==> src/spcr_pkg.sv <==
// Constants, register map and reset values for the port configuration bank.
// Notes on behaviour
// - Bit 0 activates each device; upper bits reserved
// - Printer base 100h-FFCh, 4-byte aligned, no EPP
// - EPP allowed only on 8-byte aligned base
// - Printer interrupt line select, bits 3-0
// - Printer DMA channel 0-3, 1xx disables DMA
// - Printer threshold bits 6-3, mode bits 2-0
// - Printer mode encodings SPP, EPP, ECP variants
// - UART base 100h-FF8h, 8-byte aligned, resets given
// - UART interrupt line select, bits 3-0
// - UART bit 7 clear delays receive sample clock
// - UART bit 6 picks level or pulse interrupt
// - UART bit 5 picks receive FIFO error signal
// - Clock codes 00 divide 13, 01 divide 12
// - UART B bit 3: 40 bit-time receive hold-off
// - UART B bit 2: 40 bit-time transmit delay
package spcr_pkg;
  // Register indices; byte address is four times the index
  localparam logic [7:0] IDX_ACTIVATE = 8'h30;
  localparam logic [7:0] IDX_BASE_HIGH = 8'h60;
  localparam logic [7:0] IDX_BASE_LOW = 8'h61;
  localparam logic [7:0] IDX_IRQ_SELECT = 8'h70;
  localparam logic [7:0] IDX_DMA_SELECT = 8'h74;
  localparam logic [7:0] IDX_OPTIONS = 8'hf0;
  // Bank-zero control registers
  localparam logic [7:0] IDX_EVENT_STATUS = 8'h00;
  localparam logic [7:0] IDX_EVENT_MASK = 8'h01;
  localparam logic [7:0] IDX_GLOBAL_OPTION = 8'h02;
  localparam logic [7:0] IDX_BLOCK_STATE = 8'h03;
  // Bank codes in haddr[11:10]
  localparam logic [1:0] BANK_CTRL = 2'h0;
  localparam logic [1:0] BANK_PRINTER = 2'h1;
  localparam logic [1:0] BANK_UART_A = 2'h2;
  localparam logic [1:0] BANK_UART_B = 2'h3;
  // Device slot numbers in the register arrays
  localparam int DEV_PRINTER = 0;
  localparam int DEV_UART_A = 1;
  localparam int DEV_UART_B = 2;
  localparam int NUM_DEV = 3;
  // Reset values per slot
  localparam logic [7:0] RST_ACTIVATE [NUM_DEV] = '{8'h01, 8'h01, 8'h01};
  localparam logic [7:0] RST_BASE_HIGH [NUM_DEV] = '{8'h03, 8'h03, 8'h02};
  localparam logic [7:0] RST_BASE_LOW [NUM_DEV] = '{8'h78, 8'hf8, 8'hf8};
  localparam logic [7:0] RST_IRQ_SELECT [NUM_DEV] = '{8'h07, 8'h04, 8'h03};
  localparam logic [7:0] RST_OPTIONS [NUM_DEV] = '{8'h3f, 8'h00, 8'h00};
  localparam logic [7:0] RST_DMA_SELECT = 8'h04;
  localparam logic [7:0] RST_GLOBAL_OPTION = 8'h00;
  localparam logic [3:0] RST_EVENT_MASK = 4'h0;
  // Writable bit masks; others reserved, read zero
  localparam logic [7:0] WMASK_ACTIVATE = 8'h01;
  localparam logic [7:0] WMASK_IRQ_SELECT = 8'h0f;
  localparam logic [7:0] WMASK_DMA_SELECT = 8'h07;
  localparam logic [7:0] WMASK_PRINTER_OPT = 8'h7f;
  localparam logic [7:0] WMASK_UART_A_OPT = 8'he3;
  localparam logic [7:0] WMASK_UART_B_OPT = 8'hef;
  localparam logic [7:0] WMASK_GLOBAL_OPTION = 8'h04;
  // Field positions
  localparam int POS_EXT_MODE = 2;
  localparam int POS_RX_NO_DELAY = 7;
  localparam int POS_IRQ_PULSE = 6;
  localparam int POS_NEW_FIFO_ERR = 5;
  localparam int POS_RX_HOLDOFF = 3;
  localparam int POS_TX_HOLDOFF = 2;
  // Base address windows
  localparam logic [15:0] BASE_MIN = 16'h0100;
  localparam logic [15:0] BASE_MAX_4 = 16'h0ffc;
  localparam logic [15:0] BASE_MAX_8 = 16'h0ff8;
  // Infrared turnaround length in bit-times
  localparam logic [5:0] HOLD_BIT_TIMES = 6'd40;
  // Receive sample clock delay when bit 7 is clear
  localparam int RX_DELAY_NS = 5;
  // Event status bit positions
  localparam int EV_EPP_DROPPED = 0;
  localparam int EV_BAD_BASE = 1;
  localparam int EV_RX_HOLD_DONE = 2;
  localparam int EV_TX_HOLD_DONE = 3;
  localparam int NUM_EV = 4;
endpackage

==> src/spcr_regs.sv <==
// Port configuration register bank with AHB-Lite slave and infrared turnaround timers.
//
// Added by the designer: the AHB-Lite register port.
`timescale 1ns/1ps
module spcr_regs
  import spcr_pkg::*;
(
  // Clock and reset
  input wire logic core_clk,
  input wire logic rst,
  // AHB-Lite slave
  input wire logic hsel,
  input wire logic [31:0] haddr,
  input wire logic [1:0] htrans,
  input wire logic hwrite,
  input wire logic [2:0] hsize,
  input wire logic [31:0] hwdata,
  input wire logic hready,
  output logic [31:0] hrdata,
  output logic hreadyout,
  output logic hresp,
  // Interrupt to host
  output logic irq,
  // Infrared link status from UART B
  input wire logic sir_tx_mode,
  input wire logic uart_b_bit_tick,
  // Printer port configuration
  output logic printer_port_active,
  output logic [15:0] printer_port_base,
  output logic printer_port_base_ok,
  output logic printer_port_epp_ok,
  output logic [3:0] printer_port_irq_line,
  output logic printer_port_dma_en,
  output logic [1:0] printer_port_dma_chan,
  output logic [3:0] printer_port_fifo_thresh,
  output logic [2:0] printer_port_mode,
  output logic printer_port_mode_applies,
  // UART configuration, index 0 is UART A, 1 is UART B
  output logic [1:0] uart_active,
  output logic [31:0] uart_base,
  output logic [1:0] uart_base_ok,
  output logic [7:0] uart_irq_line,
  output logic [1:0] uart_rx_clk_delay,
  output logic [1:0] uart_irq_pulse,
  output logic [1:0] uart_new_fifo_err,
  output logic [3:0] uart_clk_sel,
  // Infrared turnaround holds for UART B
  output logic ir_rx_hold,
  output logic ir_tx_hold
);

  // Base check shared by all three devices
  // need8 picks the eight-byte window; otherwise the four-byte one applies
  // An illegal base is still stored, so software can read back what it wrote
  function automatic logic base_fits(input logic [15:0] b, input logic need8);
    base_fits = (b >= BASE_MIN) && (need8 ? (b <= BASE_MAX_8) && (b[2:0] == 3'h0)
                                          : (b <= BASE_MAX_4) && (b[1:0] == 2'h0));
  endfunction

  // Configuration storage per device slot
  logic [7:0] act_reg [NUM_DEV];
  logic [7:0] bhi_reg [NUM_DEV];
  logic [7:0] blo_reg [NUM_DEV];
  logic [7:0] irqsel_reg [NUM_DEV];
  logic [7:0] opt_reg [NUM_DEV];
  logic [7:0] dma_reg;
  logic [7:0] gopt_reg;
  logic [NUM_EV-1:0] evstat_reg;
  logic [NUM_EV-1:0] evmask_reg;

  // Latched address phase
  logic dp_valid_reg;
  logic dp_write_reg;
  logic [1:0] dp_bank_reg;
  logic [7:0] dp_idx_reg;
  logic rd_pend_reg;
  // Write data phase seen last cycle; base checks then see the new value
  logic wr_done_reg;

  // Bus phase decode
  // hsize is ignored: every register is one aligned word in bits 7:0
  wire addr_take = hsel & htrans[1] & hready;
  wire wr_now = dp_valid_reg & dp_write_reg;
  wire [7:0] wbyte = hwdata[7:0];

  // Write strobes per slot, derived from the latched bank
  logic [NUM_DEV-1:0] wr_dev;
  assign wr_dev[DEV_PRINTER] = wr_now & (dp_bank_reg == BANK_PRINTER);
  assign wr_dev[DEV_UART_A] = wr_now & (dp_bank_reg == BANK_UART_A);
  assign wr_dev[DEV_UART_B] = wr_now & (dp_bank_reg == BANK_UART_B);
  wire wr_ctrl = wr_now & (dp_bank_reg == BANK_CTRL);

  // Option write masks per slot
  logic [7:0] opt_wmask [NUM_DEV];
  assign opt_wmask[DEV_PRINTER] = WMASK_PRINTER_OPT;
  assign opt_wmask[DEV_UART_A] = WMASK_UART_A_OPT;
  assign opt_wmask[DEV_UART_B] = WMASK_UART_B_OPT;

  // Register slices per slot
  genvar gd;
  generate
    for (gd = 0; gd < NUM_DEV; gd++) begin : g_dev
      // Activation, base, interrupt line and options
      // Each slot has its own reset set, so one loop serves all three devices
      always_ff @(posedge core_clk) begin
        if (rst) begin
          act_reg[gd] <= RST_ACTIVATE[gd];
          bhi_reg[gd] <= RST_BASE_HIGH[gd];
          blo_reg[gd] <= RST_BASE_LOW[gd];
          irqsel_reg[gd] <= RST_IRQ_SELECT[gd];
          opt_reg[gd] <= RST_OPTIONS[gd];
        end else if (wr_dev[gd]) begin
          if (dp_idx_reg == IDX_ACTIVATE) act_reg[gd] <= wbyte & WMASK_ACTIVATE;
          if (dp_idx_reg == IDX_BASE_HIGH) bhi_reg[gd] <= wbyte;
          if (dp_idx_reg == IDX_BASE_LOW) blo_reg[gd] <= wbyte;
          if (dp_idx_reg == IDX_IRQ_SELECT) irqsel_reg[gd] <= wbyte & WMASK_IRQ_SELECT;
          if (dp_idx_reg == IDX_OPTIONS) opt_reg[gd] <= wbyte & opt_wmask[gd];
        end
      end
    end
  endgenerate

  // Printer DMA, global option and event mask registers
  always_ff @(posedge core_clk) begin
    if (rst) begin
      dma_reg <= RST_DMA_SELECT;
      gopt_reg <= RST_GLOBAL_OPTION;
      evmask_reg <= RST_EVENT_MASK;
    end else begin
      if (wr_dev[DEV_PRINTER] && dp_idx_reg == IDX_DMA_SELECT) dma_reg <= wbyte & WMASK_DMA_SELECT;
      if (wr_ctrl && dp_idx_reg == IDX_GLOBAL_OPTION) gopt_reg <= wbyte & WMASK_GLOBAL_OPTION;
      if (wr_ctrl && dp_idx_reg == IDX_EVENT_MASK) evmask_reg <= wbyte[NUM_EV-1:0];
    end
  end

  // Assembled base addresses
  wire [15:0] prt_base = {bhi_reg[DEV_PRINTER], blo_reg[DEV_PRINTER]};
  wire [15:0] ua_base = {bhi_reg[DEV_UART_A], blo_reg[DEV_UART_A]};
  wire [15:0] ub_base = {bhi_reg[DEV_UART_B], blo_reg[DEV_UART_B]};
  wire prt_ok = base_fits(prt_base, 1'b0);
  wire prt_epp = base_fits(prt_base, 1'b1);
  wire ua_ok = base_fits(ua_base, 1'b1);
  wire ub_ok = base_fits(ub_base, 1'b1);

  // Mode with EPP stripped when the base cannot carry it
  // The stored field keeps what software wrote; only the output is stripped
  wire [2:0] mode_field = opt_reg[DEV_PRINTER][2:0];
  // odd codes carry EPP; drop to SPP or ECP
  wire epp_drop = mode_field[0] & ~prt_epp;
  wire [2:0] mode_eff = epp_drop ? {1'b0, mode_field[1], 1'b0} : mode_field;
  // mode applies while extended select clear
  wire mode_applies = ~gopt_reg[POS_EXT_MODE];

  // Infrared direction synchroniser; first stage feeds only the second
  // Reset level is receive; a pin idling in transmit gives one turnaround after reset
  logic sir_meta_reg;
  logic sir_sync_reg;
  logic sir_prev_reg;
  always_ff @(posedge core_clk) begin
    if (rst) begin
      sir_meta_reg <= 1'b0;
      sir_sync_reg <= 1'b0;
      sir_prev_reg <= 1'b0;
    end else begin
      sir_meta_reg <= sir_tx_mode;
      sir_sync_reg <= sir_meta_reg;
      sir_prev_reg <= sir_sync_reg;
    end
  end
  wire to_rx = sir_prev_reg & ~sir_sync_reg;
  wire to_tx = ~sir_prev_reg & sir_sync_reg;

  // Turnaround counters, counting UART B bit ticks
  // A new turnaround reloads the count, so a quick reversal restarts the hold
  // Six bits cover the 40 bit-time hold with room to spare
  logic [5:0] rx_cnt_reg;
  logic [5:0] tx_cnt_reg;
  logic [5:0] rx_cnt_next;
  logic [5:0] tx_cnt_next;
  assign rx_cnt_next = (to_rx && opt_reg[DEV_UART_B][POS_RX_HOLDOFF]) ? HOLD_BIT_TIMES :
                       (rx_cnt_reg != 6'd0 && uart_b_bit_tick) ? rx_cnt_reg - 6'd1 : rx_cnt_reg;
  assign tx_cnt_next = (to_tx && opt_reg[DEV_UART_B][POS_TX_HOLDOFF]) ? HOLD_BIT_TIMES :
                       (tx_cnt_reg != 6'd0 && uart_b_bit_tick) ? tx_cnt_reg - 6'd1 : tx_cnt_reg;
  wire rx_done = (rx_cnt_reg == 6'd1) && (rx_cnt_next == 6'd0);
  wire tx_done = (tx_cnt_reg == 6'd1) && (tx_cnt_next == 6'd0);

  always_ff @(posedge core_clk) begin
    if (rst) begin
      rx_cnt_reg <= 6'd0;
      tx_cnt_reg <= 6'd0;
    end else begin
      rx_cnt_reg <= rx_cnt_next;
      tx_cnt_reg <= tx_cnt_next;
    end
  end

  // Event sources; bad base flags any window the device cannot use
  logic [NUM_EV-1:0] ev_set;
  assign ev_set[EV_EPP_DROPPED] = epp_drop & mode_applies & wr_dev[DEV_PRINTER];
  // Judged one cycle after the write, so the write that breaks a base is flagged
  assign ev_set[EV_BAD_BASE] = wr_done_reg & ~(prt_ok & ua_ok & ub_ok);
  assign ev_set[EV_RX_HOLD_DONE] = rx_done;
  assign ev_set[EV_TX_HOLD_DONE] = tx_done;
  wire [NUM_EV-1:0] ev_clr = (wr_ctrl && dp_idx_reg == IDX_EVENT_STATUS) ? wbyte[NUM_EV-1:0] : '0;

  // Sticky status: a new event wins over a same-cycle clear
  // Software clears a bit by writing one to it; zeros leave bits alone
  always_ff @(posedge core_clk) begin
    if (rst) evstat_reg <= '0;
    else evstat_reg <= (evstat_reg & ~ev_clr) | ev_set;
  end

  // Read selection, taken in the read wait cycle
  // Unmapped indices and reserved bits read as zero
  // The DMA register exists only in the printer bank
  logic [7:0] rd_sel;
  wire [1:0] slot = (dp_bank_reg == BANK_UART_A) ? 2'd1 : (dp_bank_reg == BANK_UART_B) ? 2'd2 : 2'd0;
  always_comb begin
    rd_sel = 8'h00;
    if (dp_bank_reg == BANK_CTRL) begin
      case (dp_idx_reg)
        IDX_EVENT_STATUS: rd_sel = {4'h0, evstat_reg};
        IDX_EVENT_MASK: rd_sel = {4'h0, evmask_reg};
        IDX_GLOBAL_OPTION: rd_sel = gopt_reg;
        IDX_BLOCK_STATE: rd_sel = {2'b00, ir_tx_hold, ir_rx_hold, ub_ok, ua_ok, prt_epp, prt_ok};
        default: rd_sel = 8'h00;
      endcase
    end else begin
      case (dp_idx_reg)
        IDX_ACTIVATE: rd_sel = act_reg[slot];
        IDX_BASE_HIGH: rd_sel = bhi_reg[slot];
        IDX_BASE_LOW: rd_sel = blo_reg[slot];
        IDX_IRQ_SELECT: rd_sel = irqsel_reg[slot];
        IDX_DMA_SELECT: rd_sel = (dp_bank_reg == BANK_PRINTER) ? dma_reg : 8'h00;
        IDX_OPTIONS: rd_sel = opt_reg[slot];
        default: rd_sel = 8'h00;
      endcase
    end
  end

  // Bus phase tracking; reads take one wait cycle so a prior write is seen
  // Writes finish with no wait; the slave always answers OKAY
  // The wait costs read bandwidth but keeps the read mux off the address path
  always_ff @(posedge core_clk) begin
    if (rst) begin
      dp_valid_reg <= 1'b0;
      dp_write_reg <= 1'b0;
      dp_bank_reg <= 2'h0;
      dp_idx_reg <= 8'h00;
      rd_pend_reg <= 1'b0;
      wr_done_reg <= 1'b0;
      hreadyout <= 1'b1;
      hrdata <= 32'h0000_0000;
      hresp <= 1'b0;
    end else begin
      if (hready) begin
        dp_valid_reg <= addr_take;
        dp_write_reg <= hwrite;
        dp_bank_reg <= haddr[11:10];
        dp_idx_reg <= haddr[9:2];
      end else begin
        dp_valid_reg <= dp_valid_reg;
      end
      rd_pend_reg <= addr_take & ~hwrite;
      wr_done_reg <= wr_now;
      hreadyout <= ~(addr_take & ~hwrite);
      // Read data is captured in the wait cycle
      if (rd_pend_reg) hrdata <= {24'h00_0000, rd_sel};
      hresp <= 1'b0;
    end
  end

  // Registered configuration outputs
  // Each output except irq and the ir holds is one flop behind its register, so it moves one edge after the write
  // Outputs read zero during reset and show register values from the first edge after
  always_ff @(posedge core_clk) begin
    if (rst) begin
      printer_port_active <= 1'b0;
      printer_port_base <= 16'h0000;
      printer_port_base_ok <= 1'b0;
      printer_port_epp_ok <= 1'b0;
      printer_port_irq_line <= 4'h0;
      printer_port_dma_en <= 1'b0;
      printer_port_dma_chan <= 2'h0;
      printer_port_fifo_thresh <= 4'h0;
      printer_port_mode <= 3'h0;
      printer_port_mode_applies <= 1'b0;
      uart_active <= 2'b00;
      uart_base <= 32'h0000_0000;
      uart_base_ok <= 2'b00;
      uart_irq_line <= 8'h00;
      uart_rx_clk_delay <= 2'b00;
      uart_irq_pulse <= 2'b00;
      uart_new_fifo_err <= 2'b00;
      uart_clk_sel <= 4'h0;
      ir_rx_hold <= 1'b0;
      ir_tx_hold <= 1'b0;
      irq <= 1'b0;
    end else begin
      printer_port_active <= act_reg[DEV_PRINTER][0];
      uart_active <= {act_reg[DEV_UART_B][0], act_reg[DEV_UART_A][0]};
      printer_port_base <= prt_base;
      printer_port_base_ok <= prt_ok;
      printer_port_epp_ok <= prt_epp;
      printer_port_irq_line <= irqsel_reg[DEV_PRINTER][3:0];
      printer_port_dma_en <= ~dma_reg[2];
      printer_port_dma_chan <= dma_reg[1:0];
      printer_port_fifo_thresh <= opt_reg[DEV_PRINTER][6:3];
      printer_port_mode <= mode_eff;
      printer_port_mode_applies <= mode_applies;
      uart_base <= {ub_base, ua_base};
      uart_base_ok <= {ub_ok, ua_ok};
      uart_irq_line <= {irqsel_reg[DEV_UART_B][3:0], irqsel_reg[DEV_UART_A][3:0]};
      uart_rx_clk_delay <= {~opt_reg[DEV_UART_B][POS_RX_NO_DELAY], ~opt_reg[DEV_UART_A][POS_RX_NO_DELAY]};
      uart_irq_pulse <= {opt_reg[DEV_UART_B][POS_IRQ_PULSE], opt_reg[DEV_UART_A][POS_IRQ_PULSE]};
      uart_new_fifo_err <= {opt_reg[DEV_UART_B][POS_NEW_FIFO_ERR], opt_reg[DEV_UART_A][POS_NEW_FIFO_ERR]};
      // divisor code passed to clock generator
      uart_clk_sel <= {opt_reg[DEV_UART_B][1:0], opt_reg[DEV_UART_A][1:0]};
      ir_rx_hold <= (rx_cnt_next != 6'd0);
      ir_tx_hold <= (tx_cnt_next != 6'd0);
      // Interrupt follows the next status value, so it rises with the event
      irq <= |(((evstat_reg & ~ev_clr) | ev_set) & evmask_reg);
    end
  end

endmodule // spcr_regs

==> config.mk <==
export PLATFORM = sky130hd
export DESIGN_NAME = spcr_regs
export DESIGN_NICKNAME = d
export VERILOG_FILES = /design/src/spcr_pkg.sv /design/src/spcr_regs.sv
export SDC_FILE = /design/constraint.sdc
export NUM_CORES = 1
export LEC_CHECK = 0
export ABC_AREA = 1
export BUFFER_PORTS_ARGS = -buffer_cell sky130_fd_sc_hd__buf_2
export CAP_MARGIN = 20
export CORE_MARGIN = 2
export CORE_UTILIZATION = 49
export DETAILED_ROUTE_END_ITERATION = 8
export PLACE_DENSITY = 0.76
export SLEW_MARGIN = 20
export SYNTH_ARGS = -nofsm -noshare
export SYNTH_HDL_FRONTEND = slang
export SYNTH_SLANG_ARGS = --single-unit
==> constraint.sdc <==
create_clock -name core_clk -period 1.85 [get_ports core_clk]
set_input_delay 0.0925 -clock core_clk [delete_from_list [all_inputs] [get_ports core_clk]]
set_output_delay 0.0925 -clock core_clk [all_outputs]
set_load 0.05 [all_outputs]
==> impl_metrics.ini, run 1 <==
[worst_setup_path]
r2r_setup_slack_ns = 0.09
cp.arrival_ns = 2.14
slowest_stage = dfxtp_1
startpoint_type = register
max_stage_delay_ns = 0.43
setup.worst_path.start = dp_bank_reg[1]
endpoint = blo_reg[1][1]
crit_fanout = 7
cp-end-kind = register
r2r_end = blo_reg[1][1]
reg2regPathDepth = 9
r2r_start = dp_bank_reg[1]
cp_cell_sequence = inv_1 -> nor2_4 -> inv_2 -> buf_4 -> nor2_4 -> nand2_1 -> nor2_2 -> inv_1 -> nor2_1
critical_path_class = reg -> reg
cp.required_ns = 2.22

[timing]
clock-skew-final_ns = 0.0171
setup_viol = 0
maxSlewViolCount = 0
hold_violations = 0
max_slew.worst_pin.slew_ns = 0.595
fmax_mhz = 567
period_needed_ns = 1.76
slew_headroom_pct = 60.2
rsz0062_at_grt = yes
timing.final.crit_share_pct = 95.3
setup_ws_ns = 0.0862
fin_setup_tns_ns = 0
holdWs_ns = 0.0494

[yosys]
synth_seq_area_share_pct = 58.6
ys_ff_latch = 223
ys.flop_type = dfxtp_1
synth_edf_count = 81
synth_warnings = 0
ys_types = 43
synthesis.area_um2 = 9000
avgSynthCellArea_um2 = 8.78
synthCells = 1026
async_reset_ff_share_pct = 0

[routing]
ant_nets = 0
num_vias = 7450
wl_um = 23000
post_drt_wl_per_cell_um = 15.9
drc = 0
drtPass1Iterations = 6
drtIter0Drc = 758
vias_per_cell = 5.17

[min_path]
hp-class = in -> reg
worstHoldStart = uart_b_bit_tick

[place]
place.detailed.instances = 1378
port_buffers = 125
place.gp.congestion = 0.992
place_ws_ns = 0.0396
hpwl_um = 16400

[cells_and_area]
layout_common_cells = nor2_1, nand2_1, dfxtp_1
layout.cells.non_filler = 1441
num_antenna_cells = 0
largest_reg_flops = 32
final_common_cell = nor2_1
fin_nets = 1276
area.sequential_um2 = 5280
area_delta_synth_final_pct = 21.5
fill_cells = 1543
multiInputGateArea_um2 = 2910
fin_util_pct = 60.7
final_layout_size_suffix_gt1_share_pct = 20.9

[clocking]
clockRootBuffer = clkbuf_16
cts_tree = yes
cts.htree.levels = 1
numCtsBuffers = 23
clk_latency_ns = 0.52
clockBufferDepth = 3
cts_sinks = 223
clkTransAtPathRegs_ns = 0.06

[power]
p_int_uw = 8760
pwr-share-clk_pct = 36.6
pwr-share-comb_pct = 19.4
power.share.switching_pct = 30.3
seqPwrFrac_pct = 44.1
leakage_uw = 0.00501
power_density_nw_per_um2 = 1150
max-vdd-ir-drop_mv = 0.901
switchingPower_uw = 3800

[floorplanning]
die_area_um2 = 19500
fp.dieW_um = 140
boundaryPins = 201
initial_core_util_pct = 50.0
die_h_um = 140
design.core.area_um2 = 18000
row_count = 49

[global_route]
gr-total-overflow = 0
grt_max_degree = 85
grt_pass1_wl_um = 35500
grt_pass1_vias = 6879
grt_use_total_pct = 22.9
antenna_found_initial = 0

[run_status]
status = finished clean

[job]
maxCapViolations = 0
synth_stat cells, types with 7 or more instances:
cell | number | share of area [%]
nand2_1 | 174 | 7.3
inv_2 | 14 | 0.58
buf_4 | 27 | 2.3
inv_1 | 136 | 5.7
nor3_1 | 14 | 0.78
a21oi_1 | 32 | 1.8
edfxtp_1 | 81 | 27
o21ai_0 | 38 | 2.1
nand3_1 | 34 | 1.9
nor2_2 | 12 | 0.83
o221ai_1 | 10 | 0.97
nor2_1 | 191 | 8.0
o22ai_1 | 12 | 0.83
nand4_1 | 20 | 1.4
clkbuf_1 | 22 | 0.92
nor2_4 | 7 | 0.88
dfxtp_1 | 142 | 32
stage by stage:
step	cell area (µm²)	total power, µW
finish	10900	12600
detailed placement	9940	7970
CTS	10900	12500
global route	10900	13100
global placement	9940	7890
floorplan	9090	7470
critical path: cells and delay by family, from the launching register on:
kind	cells	cell delay [ns]
buffers and inverters	4	0.49
DFF	1	0.43
and+or+nand+nor	5	0.70
timing repair:
| item | 4_1_cts | 5_1_grt |
|---|---|---|
| hold buffers | 21 | 0 |
| setup endpoints to repair | 0 | 41 |
| setup buffers | 0 | 0 |
| gates resized for setup | 0 | 15 |
| endpoints found under the hold margin | 27 | 0 |
power by group through the flow:
stage | registers, µW | logic, µW | clock network (µW)
after floorplan | 5940 | 1530 | 0
after global placement | 5630 | 2260 | 0
after detailed placement | 5630 | 2340 | 0
after CTS | 5530 | 2380 | 4620
after global routing | 5560 | 2670 | 4860
final | 5540 | 2430 | 4590
cell families after synthesis:
family          Yosys count  share of synthesized area (%)
fa+ha+maj                 5                          0.695
compound gates          116                           7.71
simple gates            467                           22.6
other cells               1                         0.0416
flops                   223                           58.6
buf+inv                 214                           10.4
layer usage:
layer / vias to the layer above / share of wire, % / global-route usage, %
met2: 409 / 47 / 38.5
met3: 69 / 9.3 / 3.27
li1: 3572 / - / -
met1: 3400 / 40 / 30.6
met4: 0 / 3.8 / 8.05
met5: - / 0 / 0
final cells by class:
cell class	count	share of cell area, %
repair buffers	178	10.2
clock buffers	34	6.21
multi-input cells	613	26.6
clock inverters	8	0.698
flip-flops and latches	223	48.3
well taps	229	2.62
inverters	156	5.41
worst min path at each step:
stage | to | depth (start not counted) | slack (ns)
6_report | tx_cnt_reg[2] | 5 | 0.05
5_1_grt | opt_reg[0][4] | 3 | 0.06
4_1_cts | tx_cnt_reg[2] | 5 | 0.03
3_5_place_dp | rd_pend_reg | 2 | 0.29
3_3_place_gp | rd_pend_reg | 2 | 0.29
2_1_floorplan | rd_pend_reg | 1 | 0.18
Power figures use the tool's default switching activity.
==> run 2, diff against run 1 <==
--- a/config.mk
+++ b/config.mk
@@ -12,6 +12,7 @@
 export CORE_UTILIZATION = 49
 export DETAILED_ROUTE_END_ITERATION = 8
 export PLACE_DENSITY = 0.76
+export REMOVE_ABC_BUFFERS = 1
 export SLEW_MARGIN = 20
 export SYNTH_ARGS = -nofsm -noshare
 export SYNTH_HDL_FRONTEND = slang
==> run 2 against run 1 <==
Net effect:
- sequential power is essentially flat
- first-iteration DRC count shrank 14%
- power is 1.6% lower
- fmax grew 1.4%
- count of clock-buffer cells in the layout did not move
- sequential share of layout area is 0.094 points lower
- core utilization grew 0.12 points
- die area unchanged
- routed wire length decreased by 2.3%
- combinational power barely moved
- largest power group unchanged
- clock skew rose by 0.014 ns
- design area up 0.19%
==> impl_metrics.ini, run 2 (synthesis gave the netlist of run 1 again) <==
[worst_setup_path]
cp.arrival_ns = 2.14
cp.required_ns = 2.25
reg2regPathDepth = 11
critical_path_class = reg -> reg
cp-end-kind = register
crit_fanout = 10
startpoint_type = register

[power]
seqPwrFrac_pct = 44.9
power_density_nw_per_um2 = 1130
power.share.switching_pct = 30.8
p_int_uw = 8550
max-vdd-ir-drop_mv = 0.917
pwr-share-clk_pct = 35.3
fin_total_pwr_uw = 12400
leakage_uw = 0.00504
pwr-share-comb_pct = 19.8
switchingPower_uw = 3810

[cells_and_area]
largest_reg_flops = 32
fin_util_pct = 60.8
final_common_cell = nor2_1
layout_common_cells = nor2_1, nand2_1, dfxtp_1
num_antenna_cells = 0
final_layout_size_suffix_gt1_share_pct = 21.1
area_delta_synth_final_pct = 21.7
fin_nets = 1283

[global_route]
grt_pass1_wl_um = 34700
grt_pass1_vias = 6902
grt_use_total_pct = 22.3
grt_max_degree = 63
gr-total-overflow = 0
antenna_found_initial = 0

[timing]
hold_violations = 0
setup_viol = 0
max_slew.worst_pin.slew_ns = 0.625
timing.final.crit_share_pct = 94.1
fmax_mhz = 575
slew_headroom_pct = 58.3
clock-skew-final_ns = 0.0309
period_needed_ns = 1.74
holdWs_ns = 0.0177
maxSlewViolCount = 0

[routing]
vias_per_cell = 5.09
drtPass1Iterations = 5
ant_nets = 0
num_vias = 7380
drc = 0
wl_um = 22400
post_drt_wl_per_cell_um = 15.5
drtIter0Drc = 653

[clocking]
numCtsBuffers = 24
clk_latency_ns = 0.54
clockBufferDepth = 3
cts_sinks = 223
cts_tree = yes
cts.htree.levels = 1
clockRootBuffer = clkbuf_16
clkTransAtPathRegs_ns = 0.06

[floorplanning]
design.core.area_um2 = 18000
boundaryPins = 201
die_area_um2 = 19500
fp.dieW_um = 140
die_h_um = 140
row_count = 49
initial_core_util_pct = 50.0

[run_status]
status = finished clean

[min_path]
hp-class = in -> reg
hold_depth = 3

[job]
maxCapViolations = 0

[place]
port_buffers = 125
hpwl_um = 16200
place.gp.congestion = 0.898
-- run 2: area by class of cell --
| class | count | area (µm²) |
|---|---|---|
| Clock buffer | 34 | 648 |
| Clock inverter | 10 | 66.3 |
| Fill cell | 1537 | 7070 |
| Inverter | 156 | 592 |
| Multi-Input combinational cell | 613 | 2920 |
| Sequential cell | 223 | 5280 |
| Tap cell | 229 | 287 |
| Timing Repair Buffer | 184 | 1170 |
-- run 2: critical path, stage by stage, from the launching register on --
cell	delay [ns]
dfxtp_1	0.36
buf_4	0.20
nor2_2	0.17
inv_2	0.11
nor2_2	0.15
nand2_2	0.12
o21ai_1	0.20
nand2_1	0.08
nand2_1	0.06
nand2_1	0.05
inv_1	0.06
nand3_2	0.06
-- run 2: worst paths after layout --
kind | start | endpoint | slack, ns
max | dp_bank_reg[1] | irq | 0.11
min | hwdata[4] | opt_reg[0][4] | 0.02
max reg2reg | dp_bank_reg[1] | irq | 0.11
min reg2reg | sir_meta_reg | sir_sync_reg | 0.41
-- run 2: through the flow --
step / setup TNS (ns) / setup WS, ns / cells / area, µm²
CTS: 0 / 0.0508 / 1448 / 10900
detailed placement: 0 / 0.0729 / 1385 / 10000
finish: 0 / 0.110 / 1449 / 11000
global route: -0.0187 / -0.0187 / 1449 / 11000
global placement: 0 / 0.0977 / 1385 / 10000
floorplan: -36.57 / -0.660 / 992 / 8750
-- run 2: routing by layer --
layer	GRT usage (%)	up-vias	wire length (µm)
met5	0	-	0
met4	8.11	0	770
met3	5.37	75	2100
met2	37.7	377	10800
met1	27.8	3347	8790
li1	-	3581	-
-- run 2: power groups by stage --
stage | Sequential (µW) | Combinational (µW) | Clock, µW
after CTS | 5530 | 2350 | 4400
after floorplan | 5950 | 1420 | 0
after global placement | 5630 | 2250 | 0
final | 5550 | 2450 | 4360
after detailed placement | 5640 | 2320 | 0
after global routing | 5570 | 2740 | 4600
-- run 2: repair_timing --
action / in CTS / in global routing
setup endpoints to repair: 0 / 21
resized for setup: 0 / 15
hold endpoints to repair: 19 / 0
hold buffers: 19 / 0
setup buffers: 0 / 1
==> run 3, diff against run 2 <==
==> constraint.sdc (replaced) <==
create_clock -name core_clk -period 1.55 [get_ports core_clk]
set_input_delay 0.0775 -clock core_clk [delete_from_list [all_inputs] [get_ports core_clk]]
set_output_delay 0.0775 -clock core_clk [all_outputs]
set_load 0.05 [all_outputs]
==> run 3 against run 2 <==
Net effect:
- the flow now finishes with violations (setup timing)
- sequential power is 20% higher
- non-clock buffer count grew 126
- critical endpoint is now hrdata[1]
- setup slack got worse by 0.42 ns
- routed wire length increased by 28%
- via count up 15%
- global-route usage rose by 2.6 points
==> impl_metrics.ini, run 3 (synthesis gave the netlist of run 1 again) <==
[run_status]
status = complete, but fails checks
violations = setup timing

[timing]
setup_ws_ns = -0.312
fmax_mhz = 537
period_needed_ns = 1.86
max_slew.worst_pin.slew_ns = 0.650
rsz0062_at_grt = yes
setup_viol = 135
holdWs_ns = 0.0358
fin_setup_tns_ns = -16.82
timing.final.crit_share_pct = 120
clock-skew-final_ns = 0.0140
hold_violations = 0
slew_headroom_pct = 56.7
maxSlewViolCount = 0

[power]
pwr-share-comb_pct = 30.7
leakage_uw = 0.00590
p_int_uw = 11900
power.share.switching_pct = 32.1
switchingPower_uw = 5610
power_density_nw_per_um2 = 1360
pwr-share-clk_pct = 31.1
max-vdd-ir-drop_mv = 1.33
seqPwrFrac_pct = 38.2

[routing]
num_vias = 8456
wl_um = 28800
drtPass1Iterations = 7
drc = 0
ant_nets = 0
drtIter0Drc = 995
vias_per_cell = 5.38
post_drt_wl_per_cell_um = 18.3

[worst_setup_path]
worst-path-buf-inv = 3
cp_top_family = simple AND/OR/NAND/NOR gates
crit_fanout = 4
startpoint_type = register
max_stage_delay_ns = 0.33
cp.required_ns = 2.00
cp.arrival_ns = 2.31
slowest_stage = dfxtp_2
critical_path_class = reg -> reg
cp-end-kind = register
cp_cell_sequence = inv_2 -> nand2_4 -> nor2_4 -> nand2_4 -> nor2_4 -> inv_4 -> buf_12 -> o21ai_4 -> nor2_1 -> o21ai_1 -> nand2_1 -> a21oi_1

[global_route]
grt_pass1_wl_um = 38800
grt_pass1_vias = 7718
grt_max_degree = 72
antenna_found_initial = 0
grt_use_total_pct = 24.8
gr-total-overflow = 0

[floorplanning]
row_count = 49
fp.dieW_um = 140
boundaryPins = 201
design.core.area_um2 = 18000
die_h_um = 140
die_area_um2 = 19500
initial_core_util_pct = 50.0

[cells_and_area]
layout_common_cells = nor2_1, buf_4, dfxtp_1
final_layout_size_suffix_gt1_share_pct = 40.6
fill_cells = 1166
multiInputGateArea_um2 = 3640
final_cell_area_um2 = 12900
area_delta_synth_final_pct = 42.9
final_common_cell = nor2_1
largest_reg_flops = 32
num_antenna_cells = 0
fin_util_pct = 71.4
area.sequential_um2 = 5300
fin_nets = 1408

[place]
placed_area_um2 = 10800
port_buffers = 125
place.gp.congestion = 0.938
hpwl_um = 17700
place_ws_ns = -0.158

[job]
maxCapViolations = 0

[clocking]
clockBufferDepth = 3
cts.htree.levels = 1
cts_sinks = 223
cts_tree = yes
numCtsBuffers = 23
clkTransAtPathRegs_ns = 0.07
clk_latency_ns = 0.52
clockRootBuffer = clkbuf_16

[min_path]
hp-class = in -> reg
run 3: cell count changes in the layout (fill, tap and decap cells not counted), moves of 11 or more:
cell,delta
buf_4,+101
nand2_1,-47
nor2_1,-38
nand2_2,+35
nor2_4,+33
buf_6,+20
inv_1,-20
o21ai_0,-19
nand3_1,-17
nand3_2,+13
dfxtp_1,-11
nand2_4,+11
run 3: cell type report:
type,count,share of cell area [%]
sequential,223,41.2
multi-input combinational,613,28.3
timing repair buffer,310,17.5
clock buffer,33,5.49
inverter,156,4.90
tap,229,2.23
clock inverter,8,0.340
run 3: worst paths after layout:
check / end / slack, ns / startpoint / cells after the start
hold reg to reg: sir_sync_reg / 0.41 / sir_meta_reg / 2
setup / recovery: hrdata[1] / -0.31 / dp_idx_reg[7] / 12
setup reg to reg: hrdata[1] / -0.31 / dp_idx_reg[7] / 12
hold / removal: dp_bank_reg[1] / 0.04 / haddr[11] / 3
run 3: through the flow:
step	power, µW	instances
final	17500	1572
after global routing	18100	1572
after CTS	16300	1554
after detailed placement	10300	1482
after global placement	10200	1482
after floorplan	8790	992
run 3: power by group through the flow:
| stage | Sequential [µW] | Clock, µW | Combinational [µW] |
|---|---|---|---|
| global route | 6700 | 5670 | 5770 |
| finish | 6680 | 5430 | 5370 |
| detailed placement | 6680 | 0 | 3610 |
| floorplan | 7100 | 0 | 1690 |
| global placement | 6680 | 0 | 3530 |
| CTS | 6610 | 5410 | 4240 |
run 3: repair_timing:
item,CTS,global route
gates resized for setup,91,202
hold buffers,19,0
endpoints found under the setup margin,138,178
cloned,0,1
buffers inserted,12,22
pin swaps,28,74
endpoints found under the hold margin,19,0
run 3: per-layer routing:
layer	vias to the layer above	track usage, %	routed length (µm)
met1	3902	30.4	10200
met2	562	43.2	14000
li1	3847	-	-
met5	-	0	0
met3	145	5.40	2980
met4	0	9.37	1650
run 3: worst min-delay path: stages:
cell	delay (ns)
buf_2	0.10
o21ai_0	0.20
a21oi_1	0.11
